$ cat src/shared/ros_pkg.sv
// Constants, enumerations and the state record of the regulator on/off sequencer.
package ros_pkg;

  localparam int unsigned NUM_RAILS   = 7;
  localparam int unsigned CLK_MHZ     = 40;

  // Slot spacing and reset base delay in microseconds, as printed, and cycles derived from the 40 MHz clock.
  localparam int unsigned STEP_FAST_US  = 500;
  localparam int unsigned STEP_SLOW_US  = 2000;
  localparam int unsigned STEP_DOWN_US  = 2000;
  localparam int unsigned RST_BASE_US   = 2000;
  localparam int unsigned STEP_FAST_CYC = STEP_FAST_US * CLK_MHZ;
  localparam int unsigned STEP_SLOW_CYC = STEP_SLOW_US * CLK_MHZ;
  localparam int unsigned STEP_DOWN_CYC = STEP_DOWN_US * CLK_MHZ;
  localparam int unsigned RST_BASE_CYC  = RST_BASE_US * CLK_MHZ;

  // Reset release delay multipliers of the base delay, 2 ms up to 1024 ms.
  localparam logic [9:0] RST_MULT [8] = '{10'h001, 10'h002, 10'h004, 10'h008,
                                          10'h010, 10'h020, 10'h040, 10'h200};

  // Register byte addresses.
  localparam logic [7:0] ADDR_OFF_BASE = 8'h00;
  localparam logic [7:0] ADDR_ON_SLOTS = 8'h1C;
  localparam logic [7:0] ADDR_STATUS   = 8'h20;
  localparam logic [7:0] ADDR_MASK     = 8'h24;
  localparam logic [7:0] ADDR_STATE    = 8'h28;

  // Status and mask bit positions, and the mask reset value.
  localparam int unsigned BIT_PWRUP = 0;
  localparam int unsigned BIT_PWRDN = 1;
  localparam logic [1:0]  MASK_RESET = 2'h0;

  typedef enum logic [2:0] {
    K_DIS_RUN   = 3'h0,
    K_STBY_RUN  = 3'h1,
    K_SLEEP_RUN = 3'h2,
    K_RUN_STBY  = 3'h3,
    K_RUN_SLEEP = 3'h4,
    K_RUN_DIS   = 3'h5
  } ros_kind_e;

  typedef enum logic [2:0] {
    S_IDLE    = 3'h0,
    S_UP      = 3'h1,
    S_UP_WAIT = 3'h3,
    S_RST     = 3'h2,
    S_DN      = 3'h6,
    S_DN_WAIT = 3'h7
  } ros_state_e;

  typedef struct packed {
    ros_state_e       st;
    ros_kind_e        kind;
    logic [2:0]       slot;
    logic [31:0]      cnt;
    logic [6:0]       work;
    logic [6:0]       rail_en;
    logic             rtc_en;
    logic             cpu_rst_n;
    logic [6:0][2:0]  off_slot;
    logic             loaded;
    logic             sys_on;
    logic [1:0]       status;
    logic [1:0]       mask;
    logic             irq;
    logic             done;
    logic             busy;
    logic [31:0]      rd_data;
  } ros_regs_t;

endpackage

$ cat src/rtl/ros_sequencer.sv
// Regulator on/off sequencer with register port and interrupt.
`timescale 1ns/10ps

module ros_sequencer #(
  parameter int unsigned STEP_FAST_CYC = ros_pkg::STEP_FAST_CYC,
  parameter int unsigned STEP_SLOW_CYC = ros_pkg::STEP_SLOW_CYC,
  parameter int unsigned STEP_DOWN_CYC = ros_pkg::STEP_DOWN_CYC,
  parameter int unsigned RST_BASE_CYC  = ros_pkg::RST_BASE_CYC
) (
  input  wire logic             clk_sys,
  input  wire logic             reset_n,
  input  wire logic             clk_en,
  input  wire logic [6:0][2:0]  reg_on_slot,
  input  wire logic [2:0]       reset_release_delay_sel,
  input  wire logic             seq_step_speed,
  input  wire logic             req_valid,
  input  wire logic [2:0]       req_kind,
  input  wire logic [6:0]       req_target,
  input  wire logic [7:0]       bus_addr,
  input  wire logic [31:0]      bus_wdata,
  input  wire logic             bus_write,
  input  wire logic             bus_read,
  output logic      [31:0]      bus_rdata,
  output logic      [6:0]       rail_en,
  output logic                  rtc_supply_rail,
  output logic                  processor_reset_out_n,
  output logic                  seq_busy,
  output logic                  trans_done,
  output logic                  irq
);

  ros_pkg::ros_regs_t r_reg;
  ros_pkg::ros_regs_t r_next;

  logic [6:0] on_hit;
  logic [6:0] on_above;
  logic [6:0] off_hit;
  logic [6:0] off_below;
  logic       off_all_zero;
  logic [31:0] step_up_cyc;
  logic [31:0] rst_cyc;

  // Per-rail slot comparisons against the slot being stepped.
  genvar gi;
  generate
    for (gi = 0; gi < ros_pkg::NUM_RAILS; gi++) begin : g_rail
      assign on_hit[gi]    = (reg_on_slot[gi] == r_reg.slot);
      assign on_above[gi]  = (reg_on_slot[gi] > r_reg.slot);
      assign off_hit[gi]   = (r_reg.off_slot[gi] == r_reg.slot);
      assign off_below[gi] = (r_reg.off_slot[gi] < r_reg.slot);
    end
  endgenerate

  assign off_all_zero = (r_reg.off_slot == '0);
  assign step_up_cyc  = seq_step_speed ? 32'(STEP_SLOW_CYC) : 32'(STEP_FAST_CYC);
  assign rst_cyc      = 32'(RST_BASE_CYC * ros_pkg::RST_MULT[reset_release_delay_sel]);

  always_comb begin
    logic       wr_ok;
    logic [6:0] hit;
    logic [6:0] rest;
    logic [1:0] ev;
    logic [3:0] idx;
    r_next = r_reg;
    wr_ok  = 1'b0;
    hit    = '0;
    rest   = '0;
    ev     = '0;
    idx    = bus_addr[5:2];
    r_next.done = 1'b0;

    case (r_reg.st)
      ros_pkg::S_IDLE: begin
        if (!r_reg.loaded) begin
          r_next.off_slot = reg_on_slot;
          r_next.loaded   = 1'b1;
          r_next.rtc_en   = 1'b1;
        end else if (req_valid) begin
          r_next.kind = ros_pkg::ros_kind_e'(req_kind);
          case (req_kind)
            ros_pkg::K_DIS_RUN, ros_pkg::K_STBY_RUN, ros_pkg::K_SLEEP_RUN: begin
              r_next.work = req_target & ~r_reg.rail_en;
              r_next.slot = 3'h0;
              if (req_kind == ros_pkg::K_STBY_RUN && r_next.work == '0) begin
                ev[ros_pkg::BIT_PWRUP] = 1'b1;
                r_next.done = 1'b1;
              end else begin
                r_next.st = ros_pkg::S_UP;
              end
            end
            ros_pkg::K_RUN_STBY, ros_pkg::K_RUN_SLEEP, ros_pkg::K_RUN_DIS: begin
              r_next.work = r_reg.rail_en & ~req_target;
              r_next.slot = 3'h7;
              if (req_kind == ros_pkg::K_RUN_DIS) begin
                r_next.cpu_rst_n = 1'b0;
                r_next.sys_on    = 1'b0;
              end
              if (off_all_zero || (req_kind == ros_pkg::K_RUN_STBY && r_next.work == '0)) begin
                r_next.rail_en = r_reg.rail_en & req_target;
                ev[ros_pkg::BIT_PWRDN] = (req_kind != ros_pkg::K_RUN_DIS);
                r_next.done = 1'b1;
              end else begin
                r_next.st = ros_pkg::S_DN;
              end
            end
            default: begin
              r_next.kind = r_reg.kind;
            end
          endcase
        end
      end
      ros_pkg::S_UP: begin
        hit  = r_reg.work & on_hit;
        rest = r_reg.work & on_above;
        r_next.rail_en = r_reg.rail_en | hit;
        r_next.work    = rest;
        r_next.slot    = r_reg.slot + 3'h1;
        if (rest == '0) begin
          if (r_reg.kind == ros_pkg::K_DIS_RUN) begin
            r_next.st  = ros_pkg::S_RST;
            r_next.cnt = rst_cyc - 32'h1;
          end else begin
            r_next.st  = ros_pkg::S_IDLE;
            ev[ros_pkg::BIT_PWRUP] = 1'b1;
            r_next.done = 1'b1;
          end
        end else if (hit != '0) begin
          r_next.st  = ros_pkg::S_UP_WAIT;
          r_next.cnt = step_up_cyc - 32'h1;
        end
      end
      ros_pkg::S_UP_WAIT: begin
        r_next.cnt = r_reg.cnt - 32'h1;
        if (r_reg.cnt == '0) begin
          r_next.st = ros_pkg::S_UP;
        end
      end
      ros_pkg::S_RST: begin
        r_next.cnt = r_reg.cnt - 32'h1;
        if (r_reg.cnt == '0) begin
          r_next.cpu_rst_n = 1'b1;
          r_next.sys_on    = 1'b1;
          r_next.st        = ros_pkg::S_IDLE;
          r_next.done      = 1'b1;
        end
      end
      ros_pkg::S_DN: begin
        hit  = r_reg.work & off_hit;
        rest = r_reg.work & off_below;
        r_next.rail_en = r_reg.rail_en & ~hit;
        r_next.work    = rest;
        r_next.slot    = r_reg.slot - 3'h1;
        if (rest == '0) begin
          r_next.st = ros_pkg::S_IDLE;
          ev[ros_pkg::BIT_PWRDN] = (r_reg.kind != ros_pkg::K_RUN_DIS);
          r_next.done = 1'b1;
        end else if (hit != '0) begin
          r_next.st  = ros_pkg::S_DN_WAIT;
          r_next.cnt = 32'(STEP_DOWN_CYC) - 32'h1;
        end
      end
      ros_pkg::S_DN_WAIT: begin
        r_next.cnt = r_reg.cnt - 32'h1;
        if (r_reg.cnt == '0) begin
          r_next.st = ros_pkg::S_DN;
        end
      end
      default: begin
        r_next.st = ros_pkg::S_IDLE;
      end
    endcase

    // Register writes; a write to a status bit that is set in the same cycle loses.
    if (bus_write) begin
      if (bus_addr < ros_pkg::ADDR_ON_SLOTS && bus_addr[1:0] == 2'h0) begin
        // off slots writable only while on
        wr_ok = r_reg.sys_on && r_reg.st == ros_pkg::S_IDLE;
        if (wr_ok) begin
          r_next.off_slot[idx[2:0]] = bus_wdata[2:0];
        end
      end else if (bus_addr == ros_pkg::ADDR_STATUS) begin
        r_next.status = r_reg.status & ~bus_wdata[1:0];
      end else if (bus_addr == ros_pkg::ADDR_MASK) begin
        r_next.mask = bus_wdata[1:0];
      end
    end
    r_next.status = r_next.status | ev;
    r_next.irq    = |(r_next.status & r_next.mask);
    // Busy is registered so that the output comes straight from a flip-flop.
    r_next.busy   = (r_next.st != ros_pkg::S_IDLE) || !r_next.loaded;

    // Read data stands only in the cycle after the read strobe.
    r_next.rd_data = '0;
    if (bus_read) begin
      if (bus_addr < ros_pkg::ADDR_ON_SLOTS && bus_addr[1:0] == 2'h0) begin
        r_next.rd_data = {29'h0, r_reg.off_slot[idx[2:0]]};
      end else if (bus_addr == ros_pkg::ADDR_ON_SLOTS) begin
        r_next.rd_data = {11'h0, reg_on_slot};
      end else if (bus_addr == ros_pkg::ADDR_STATUS) begin
        r_next.rd_data = {30'h0, r_reg.status};
      end else if (bus_addr == ros_pkg::ADDR_MASK) begin
        r_next.rd_data = {30'h0, r_reg.mask};
      end else if (bus_addr == ros_pkg::ADDR_STATE) begin
        r_next.rd_data = {16'h0, r_reg.sys_on, r_reg.cpu_rst_n, r_reg.rtc_en,
                          r_reg.st, r_reg.slot, r_reg.rail_en};
      end
    end
  end

  always_ff @(posedge clk_sys or negedge reset_n) begin
    if (!reset_n) begin
      r_reg           <= '0;
      r_reg.st        <= ros_pkg::S_IDLE;
      r_reg.kind      <= ros_pkg::K_DIS_RUN;
      r_reg.mask      <= ros_pkg::MASK_RESET;
      r_reg.cpu_rst_n <= 1'b0;
      r_reg.busy      <= 1'b1;
    end else if (clk_en) begin
      r_reg <= r_next;
    end
  end

  assign bus_rdata             = r_reg.rd_data;
  assign rail_en               = r_reg.rail_en;
  assign rtc_supply_rail       = r_reg.rtc_en;
  assign processor_reset_out_n = r_reg.cpu_rst_n;
  assign seq_busy              = r_reg.busy;
  assign trans_done            = r_reg.done;
  assign irq                   = r_reg.irq;
endmodule

$ cat config.mk
export PLATFORM = sky130hd
export DESIGN_NAME = ros_sequencer
export DESIGN_NICKNAME = d
export VERILOG_FILES = /design/src/shared/ros_pkg.sv /design/src/rtl/ros_sequencer.sv
export SDC_FILE = /design/constraint.sdc
export NUM_CORES = 1
export LEC_CHECK = 0
export ABC_AREA = 0
export BUFFER_PORTS_ARGS = -buffer_cell sky130_fd_sc_hd__buf_2
export CORE_MARGIN = 1.5
export CORE_UTILIZATION = 35
export DETAILED_ROUTE_END_ITERATION = 7
export SYNTH_ARGS = -nofsm -noshare
export SYNTH_HDL_FRONTEND = slang
export SYNTH_SLANG_ARGS = --single-unit
$ cat constraint.sdc
create_clock -name clk_sys -period 7.1 [get_ports clk_sys]
set_input_delay 1.42 -clock clk_sys [delete_from_list [all_inputs] [get_ports clk_sys]]
set_output_delay 1.42 -clock clk_sys [all_outputs]
set_load 0.03 [all_outputs]
==> results.yml, run 1 <==
critical_path:
  worstSetupPathType: "input port to flop"
  worstPathArrival_ps: 5990
  worstPathMaxFanout: 15
  required_ps: 7360
  r2r_setup_slack_ps: 2650
  critPathCaptureType: "flop"
  cp-start-kind: "input port"
pwr:
  p_leak_nw: 4.41
  ir_drop_v: 0.000143
  p_total_mw: 3.26
  power_density_mw_per_mm2: 326
timing:
  tightest_slew_ps: 1050
  fin_crit_sh_pct: 80.7
  setup_tns_ps: 0
  slew_viol_final: 0
  skew_ps: 19.9
  finalHoldViolCount: 0
  fmax_mhz: 175
  max_slew_margin_pct: 30.2
  setup_viol: 0
  rsz0062_at_grt: "false"
  fin_crit_ps: 5730
routing:
  drt-met1-wl_um: 12300
  wire_per_inst_um: 19.2
  vias_per_cell: 5.81
  drcViolationCount: 0
  wl_met2_um: 13100
  vias: 8526
  drtIter0Drc: 903
  top_layer_used: "met4"
  wirelength_um: 28200
  met3_length_um: 1670
  dr.pass1.iters: 5
  ant_nets: 0
clocking:
  clock_sinks: 107
  cts_tree: "yes"
  clockRootBuffer: "clkbuf_16"
  clk_latency_ps: 370
  cts_resized: 0
  clockBufferDepth: 2
  cts_inserted_buffers: 9
  hold_buffers: 0
  htreeDepth: 3
  cts_setup_buffers: 0
  clkTransAtPathRegs_ps: 90
synth:
  netlist_area_mm2: 0.00917
  ys_seq_elements: 107
  seq_area_frac_synth_pct: 29.2
  async_flop_share_pct: 100
  synth_cells: 1089
  avgSynthCellArea_um2: 8.42
  synth-edff-count: 0
  synthDistinctLibCells: 86
  synth_ff_type: "dfrtp_1"
  yosys_warnings: 0
cells_and_area:
  layout.nets: 1305
  largest_reg_flops: 75
  num_antenna_cells: 0
  fillerInstances: 2719
  drive_gt1_share_pct: 12.4
  fin_cells: 1467
  area_delta_synth_final_pct: 9.05
placed_design:
  hpwl_um: 21600
  dp.cells: 1451
  place_congestion: 0.915
  io_buffers: 84
min_path:
  worstHoldPathType: "flop to flop"
global_route:
  grt_pass1_wl_um: 44100
  grt_pass1_vias: 7910
  grtUsageTotal_pct: 21.1
  antenna_found_initial: 0
  grt_start_max_net_pins: 59
  overflow: 0
floorplanning:
  rows: 59
  die_w_um: 165
  core_mm2: 0.0259
  die-area_mm2: 0.0272
  die_h_um: 165
  io_pins: 125
  start_util_pct: 35.4
job:
  maxCapViolations: 0
run_status:
  status: "completed"
## routing by layer
layer,GRT usage [%],vias to the layer above
li1,-,4068
met1,28.1,4114
met2,34.3,283
met3,3.14,61
met4,8.44,0
met5,0,-
## cell usage in the layout (no fill, tap or decap), types with 17 or more instances in the layout
cell type / Yosys / routed
a21oi_1: 67 / 67
a22oi_1: 25 / 25
buf_2: 1 / 83
dfrtp_1: 106 / 106
ha_1: 92 / 92
inv_1: 49 / 49
nand2_1: 87 / 87
nand2b_1: 17 / 17
nand3_1: 26 / 26
nand4_1: 22 / 22
nor2_1: 99 / 99
nor2b_1: 30 / 30
nor3_1: 27 / 27
o21ai_0: 84 / 84
o2bb2ai_1: 21 / 21
## cell usage after synthesis, types with 22 or more instances
cell	count	share of area (%)
nor3_1	27	1.5
nor2b_1	30	2.0
buf_4	39	3.2
o21ai_0	84	4.6
ha_1	92	13
nor2_1	99	4.1
clkbuf_1	39	1.6
nand4_1	22	1.5
nand3_1	26	1.4
a21oi_1	67	3.7
a22oi_1	25	2.0
dfrtp_1	106	29
inv_1	49	2.0
nand2_1	87	3.6
## metrics by stage
stage	hold slack [ps]	instance area, um2	utilization (%)	worst slack (ps)
final	486	10000	38.6	1370
after CTS	484	10000	38.6	1330
after global routing	502	10000	38.6	1090
after global placement	459	9690	37.4	986
after detailed placement	464	9690	37.4	930
after floorplan	454	9220	-	1420
## path summary, 6_finish.rpt
kind / startpoint / depth (start not counted) / to
max in group asynchronous: reset_n / 2 / r_reg[108]
worst max-delay path: reset_release_delay_sel[2] / 17 / r_reg[103]
worst min-delay path: bus_rdata[15] / 1 / bus_rdata[15]
worst min register to register: bus_rdata[15] / 1 / bus_rdata[15]
worst max register to register: r_reg[111] / 11 / r_reg[84]
min in group asynchronous: reset_n / 1 / bus_rdata[16]
## report_power, final
group / switching [mW] / internal (mW) / leakage [nW]
registers: 0.281 / 0.795 / 1.34
clock network: 0.270 / 0.259 / 0.150
logic: 1.03 / 0.630 / 2.92
## cell type report
type	instances	area, um2	share of cell area, %
Tap cell	335	419	4.19
Clock inverter	6	67.6	0.676
Sequential cell	107	2680	26.8
Clock buffer	10	239	2.39
Inverter	51	191	1.91
Timing Repair Buffer	93	490	4.91
Multi-Input combinational cell	865	5910	59.1
## kinds of logic (layout without fill, tap and decap cells)
logic type,Yosys count,after routing,share of synthesized area [%]
buf+inv,132,160,7.02
flops,107,107,29.2
fa+ha+maj,97,97,13.6
xor+xnor,15,15,1.43
compound gates,327,327,23.7
other cells,1,16,0.0409
simple gates,386,386,21.8
mux,24,24,3.17
## critical path: stages
cell and delay, ps:
buf_2 240, inv_1 210, nor2_1 430, ha_1 230
ha_1 220, a21o_1 190, fa_1 450, ha_1 310
ha_1 380, and4b_1 240, a311o_1 360, a2111oi_2 500
o31ai_1 170, a41oi_1 270, xnor2_1 110, a32oi_1 180
nand3_1 90
No activity file was read; power rests on OpenSTA's default activity.
==> run 2, diff against run 1 <==
==> constraint.sdc (replaced) <==
create_clock -name clk_sys -period 5.05 [get_ports clk_sys]
set_input_delay 1.01 -clock clk_sys [delete_from_list [all_inputs] [get_ports clk_sys]]
set_output_delay 1.01 -clock clk_sys [all_outputs]
set_load 0.03 [all_outputs]
==> run 2 against run 1 <==
Effect of this change: cell count rose by 1.8%; clock power grew 45%; sequential power grew 41%; clock skew down 1.4 ps; utilization is 0.99 points higher; combinational power rose by 43%; highest routed layer unchanged.
==> results.yml, run 2 (same netlist as run 1, synthesis figures left out) <==
timing:
  fin_crit_sh_pct: 93.9
  finalHoldViolCount: 0
  fin_crit_ps: 4740
  setup_viol: 0
  rsz0062_at_grt: "false"
  fmax_mhz: 211
  skew_ps: 18.5
  tightest_slew_ps: 847
  max_slew_margin_pct: 43.5
  slew_viol_final: 0
critical_path:
  r2r_setup_slack_ps: 880
  slowest_delay_ps: 450
  crit_path_cell_trace: "buf_2, nand2b_4, a21oi_2, ha_1, ha_1, a21o_1, fa_1, ha_1, ha_1, and4b_1, a311o_1, a2111oi_4, o31ai_1, a41oi_1, xnor2_1, a32oi_1, nand3_1"
  cp_num_buf_inv: 1
  crit_end: "r_reg[103]"
  worstPathArrival_ps: 4990
  cp_top_family: "compound AO/OA/AOI/OAI gates"
  worstPathMaxFanout: 6
  slowest_stage: "fa_1"
  required_ps: 5300
  critPathCaptureType: "flop"
  cp-start-kind: "input port"
  r2r_cells: 11
  worstSetupPathType: "input port to flop"
  crit_top_cell: "ha_1"
  r2r_start: "r_reg[111]"
  r2r_end: "r_reg[91]"
  timing.critical_path.from: "reset_release_delay_sel[1]"
  path_depth: 17
routing:
  top_layer_used: "met4"
  wirelength_um: 28700
  vias: 8706
  drt-met1-wl_um: 12500
  dr.pass1.iters: 7
  ant_nets: 0
  drtIter0Drc: 943
  drcViolationCount: 0
  wl_met2_um: 13800
  wire_per_inst_um: 19.2
  vias_per_cell: 5.83
  met3_length_um: 1630
clocking:
  cts_inserted_buffers: 9
  cts_setup_buffers: 0
  clkTransAtPathRegs_ps: 90
  clock_sinks: 107
  clockBufferDepth: 2
  clk_latency_ps: 370
  htreeDepth: 3
  clockRootBuffer: "clkbuf_16"
  cts_tree: "yes"
pwr:
  p_leak_nw: 4.56
  pwr-share-seq_pct: 32.6
  power.switching_mw: 2.24
  power_density_mw_per_mm2: 455
  pwr-share-clk_pct: 16.5
  p_total_mw: 4.67
  swShare_pct: 48.0
  p_int_mw: 2.43
  combPwrFrac_pct: 50.9
  ir_drop_v: 0.000223
floorplanning:
  io_pins: 125
  start_util_pct: 35.4
  core_mm2: 0.0259
  die_h_um: 165
  die_w_um: 165
  rows: 59
  die-area_mm2: 0.0272
cells_and_area:
  final_common_cell: "dfrtp_1"
  num_antenna_cells: 0
  fin_cells: 1494
  largest_reg_flops: 75
  layout_common_cells: "dfrtp_1, nor2_1, ha_1"
  fillerInstances: 2670
  area_delta_synth_final_pct: 11.8
  layout.nets: 1332
  drive_gt1_share_pct: 15.0
global_route:
  grt_pass1_vias: 8224
  grt_start_max_net_pins: 47
  overflow: 0
  antenna_found_initial: 0
  grt_pass1_wl_um: 45500
  grtUsageTotal_pct: 21.7
min_path:
  worstHoldPathType: "flop to flop"
  hold_start: "bus_rdata[15]"
placed_design:
  dp.cells: 1478
  place_congestion: 0.924
  io_buffers: 84
  hpwl_um: 22200
job:
  maxCapViolations: 0
run_status:
  status: "completed"
run 2: timing repair:
item	CTS	global route
resized for setup	0	1
setup endpoints to repair	0	1
hold buffers	0	0
run 2: cell type report:
class                   count  area, um2  area share [%]
clock buffers              10        229            2.23
clock inverters             6       81.3           0.793
inverters                  51        191            1.87
multi-input cells         865       5960            58.1
flip-flops and latches    107       2680            26.1
well taps                 335        419            4.09
repair buffers            120        693            6.76
run 2: metal layers:
metal  track usage (%)  vias to the layer above
met1              28.8                     4237
met5                 0                        -
met2              36.0                      290
met4              7.25                        0
met3              3.06                       59
li1                  -                     4120
run 2: per-stage QoR:
| step | util, % | area [um2] | hold slack, ps | setup TNS, ps | setup slack [ps] |
|---|---|---|---|---|---|
| 6_report | 39.6 | 10300 | 481 | 0 | 307 |
| 5_1_grt | 39.6 | 10300 | 506 | 0 | 28.0 |
| 4_1_cts | 39.6 | 10300 | 488 | 0 | 277 |
| 3_5_place_dp | 38.4 | 9940 | 469 | -171 | -106 |
| 3_3_place_gp | 38.4 | 9940 | 461 | -82.9 | -67.7 |
| 2_1_floorplan | - | 9280 | 454 | 0 | 26.6 |
run 2: how the worst min path moves through the flow:
stage	depth (start not counted)	endpoint	slack, ps
2_1_floorplan	1	bus_rdata[15]	450
3_3_place_gp	1	bus_rdata[15]	460
3_5_place_dp	1	bus_rdata[15]	470
4_1_cts	1	bus_rdata[15]	490
5_1_grt	1	bus_rdata[11]	510
6_report	1	bus_rdata[15]	480
run 2: power groups by stage:
stage          clock network [mW]  registers (mW)  logic (mW)
3_3_place_gp                    0            1.51        2.29
2_1_floorplan                   0            1.37        1.76
6_report                    0.769            1.52        2.38
3_5_place_dp                    0            1.52        2.35
4_1_cts                     0.787            1.50        2.36
5_1_grt                     0.820            1.55        2.68
==> run 3, diff against run 2 <==
--- a/config.mk
+++ b/config.mk
@@ -7,6 +7,7 @@
 export LEC_CHECK = 0
 export ABC_AREA = 0
 export BUFFER_PORTS_ARGS = -buffer_cell sky130_fd_sc_hd__buf_2
+export CORE_ASPECT_RATIO = 0.6
 export CORE_MARGIN = 1.5
 export CORE_UTILIZATION = 35
 export DETAILED_ROUTE_END_ITERATION = 7
==> run 3 against run 2 <==
Effect of this change: clock power shrank 8.8%; non-clock buffer count grew 8; critical path type unchanged; hold slack gained 6.4 ps; global-route usage increased by 1.5 points; largest power group unchanged; register-to-register slack better by 100 ps; critical path depth unchanged; via count rose by 1.1%.
==> results.yml, run 3 (same netlist as run 1, synthesis figures left out) <==
run_status:
  status: "completed"
cells_and_area:
  multi_input_area_mm2: 0.00597
  area_delta_synth_final_pct: 12.5
  fillerInstances: 2625
  regArea_mm2: 0.00268
  design_area_mm2: 0.0103
  drive_gt1_share_pct: 15.7
  num_antenna_cells: 0
  fin_cells: 1519
  largest_reg_flops: 75
  layout_common_cells: "dfrtp_1, nor2_1, ha_1"
  layout.nets: 1340
  final_common_cell: "dfrtp_1"
pwr:
  p_total_mw: 4.72
  p_leak_nw: 4.58
  ir_drop_v: 0.000258
  power_density_mw_per_mm2: 457
routing:
  wire_per_inst_um: 20.3
  drcViolationCount: 0
  drtIter0Drc: 1120
  vias: 8800
  wirelength_um: 30900
  dr.pass1.iters: 8
  ant_nets: 0
  vias_per_cell: 5.79
timing:
  layout_setup_ws_ps: 273
  slew_viol_final: 0
  fin_crit_ps: 4780
  rsz0062_at_grt: "false"
  fin_crit_sh_pct: 94.6
  tightest_slew_ps: 832
  max_slew_margin_pct: 44.5
  fmax_mhz: 209
  fin_hold_ws_ps: 488
  setup_viol: 0
  finalHoldViolCount: 0
  skew_ps: 12.4
placed_design:
  place_congestion: 0.946
  dp.cells: 1503
  hpwl_um: 24200
  placed_cell_area_mm2: 0.0100
  io_buffers: 84
  dp_slack_ps: -138
critical_path:
  cp_num_buf_inv: 1
  crit_path_cell_trace: "buf_2, nand2b_4, a21oi_2, ha_1, ha_1, a21o_1, fa_1, ha_1, ha_1, and4b_1, a311o_1, a2111oi_4, o31ai_1, a41oi_1, xnor2_1, a32oi_1, nand3_1"
  required_ps: 5310
  slowest_delay_ps: 450
  worstSetupPathType: "input port to flop"
  worstPathMaxFanout: 4
  slowest_stage: "fa_1"
  cp-start-kind: "input port"
  worstPathArrival_ps: 5030
  cp_top_family: "compound AO/OA/AOI/OAI gates"
  critPathCaptureType: "flop"
  crit_top_cell: "ha_1"
global_route:
  overflow: 0
  grtUsageTotal_pct: 23.2
  grt_pass1_vias: 7908
  grt_start_max_net_pins: 47
  grt_pass1_wl_um: 47600
  antenna_found_initial: 2
floorplanning:
  rows: 45
  die_w_um: 212
  die_h_um: 128
  core_mm2: 0.0255
  start_util_pct: 35.9
  io_pins: 125
  die-area_mm2: 0.0272
clocking:
  htreeDepth: 3
  cts_tree: "yes"
  clk_latency_ps: 380
  clkTransAtPathRegs_ps: 70
  clock_sinks: 107
  cts_inserted_buffers: 9
  clockBufferDepth: 2
  cts_setup_buffers: 0
  clockRootBuffer: "clkbuf_16"
min_path:
  worstHoldPathType: "flop to flop"
job:
  maxCapViolations: 0
[run 3: cell count changes in the layout (fill, tap and decap cells not counted), sizes merged]
cell,change
buf,+8
clkinv,+3
inv,-3
bufinv,-1
clkinvlp,+1
[run 3: through the flow]
step	setup TNS [ps]	utilization [%]
floorplan	0	-
global placement	-193	39.3
CTS	0	40.4
finish	0	40.4
detailed placement	-351	39.3
global route	0	40.4
[run 3: area by class of cell]
class                      count  area share (%)
timing repair buffer         128            7.30
clock inverter                 6           0.497
sequential                   107            26.0
clock buffer                  10            2.22
tap                          352            4.27
inverter                      51            1.86
multi-input combinational    865            57.9
[run 3: path summary, 6_finish.rpt]
check | slack, ps | from | end | cells past startpoint
setup / recovery | 270 | reset_release_delay_sel[0] | r_reg[103] | 17
hold / removal | 490 | bus_rdata[15] | bus_rdata[15] | 1
setup reg to reg | 980 | r_reg[111] | r_reg[103] | 12
hold reg to reg | 490 | bus_rdata[15] | bus_rdata[15] | 1
max in group asynchronous | 3460 | reset_n | r_reg[92] | 2
min in group asynchronous | 590 | reset_n | bus_rdata[17] | 1
[run 3: power by group]
part / switching, mW / total (mW) / internal [mW]
combinational: 1.56 / 2.51 / 0.942
sequential: 0.391 / 1.51 / 1.12
clock: 0.360 / 0.701 / 0.340
total: 2.31 / 4.72 / 2.40
[run 3: layer usage]
layer  GRT usage, %  wire, um  vias up
met5              0        23        -
met4           4.03       302        4
met3           8.35      3760       33
met2           26.9     10800      388
met1           38.5     16000     4230
li1               -         -     4145
[run 3: timing repair]
item,in CTS,in global routing
hold buffers,0,0
endpoints found under the setup margin,0,1
resized for setup,0,2
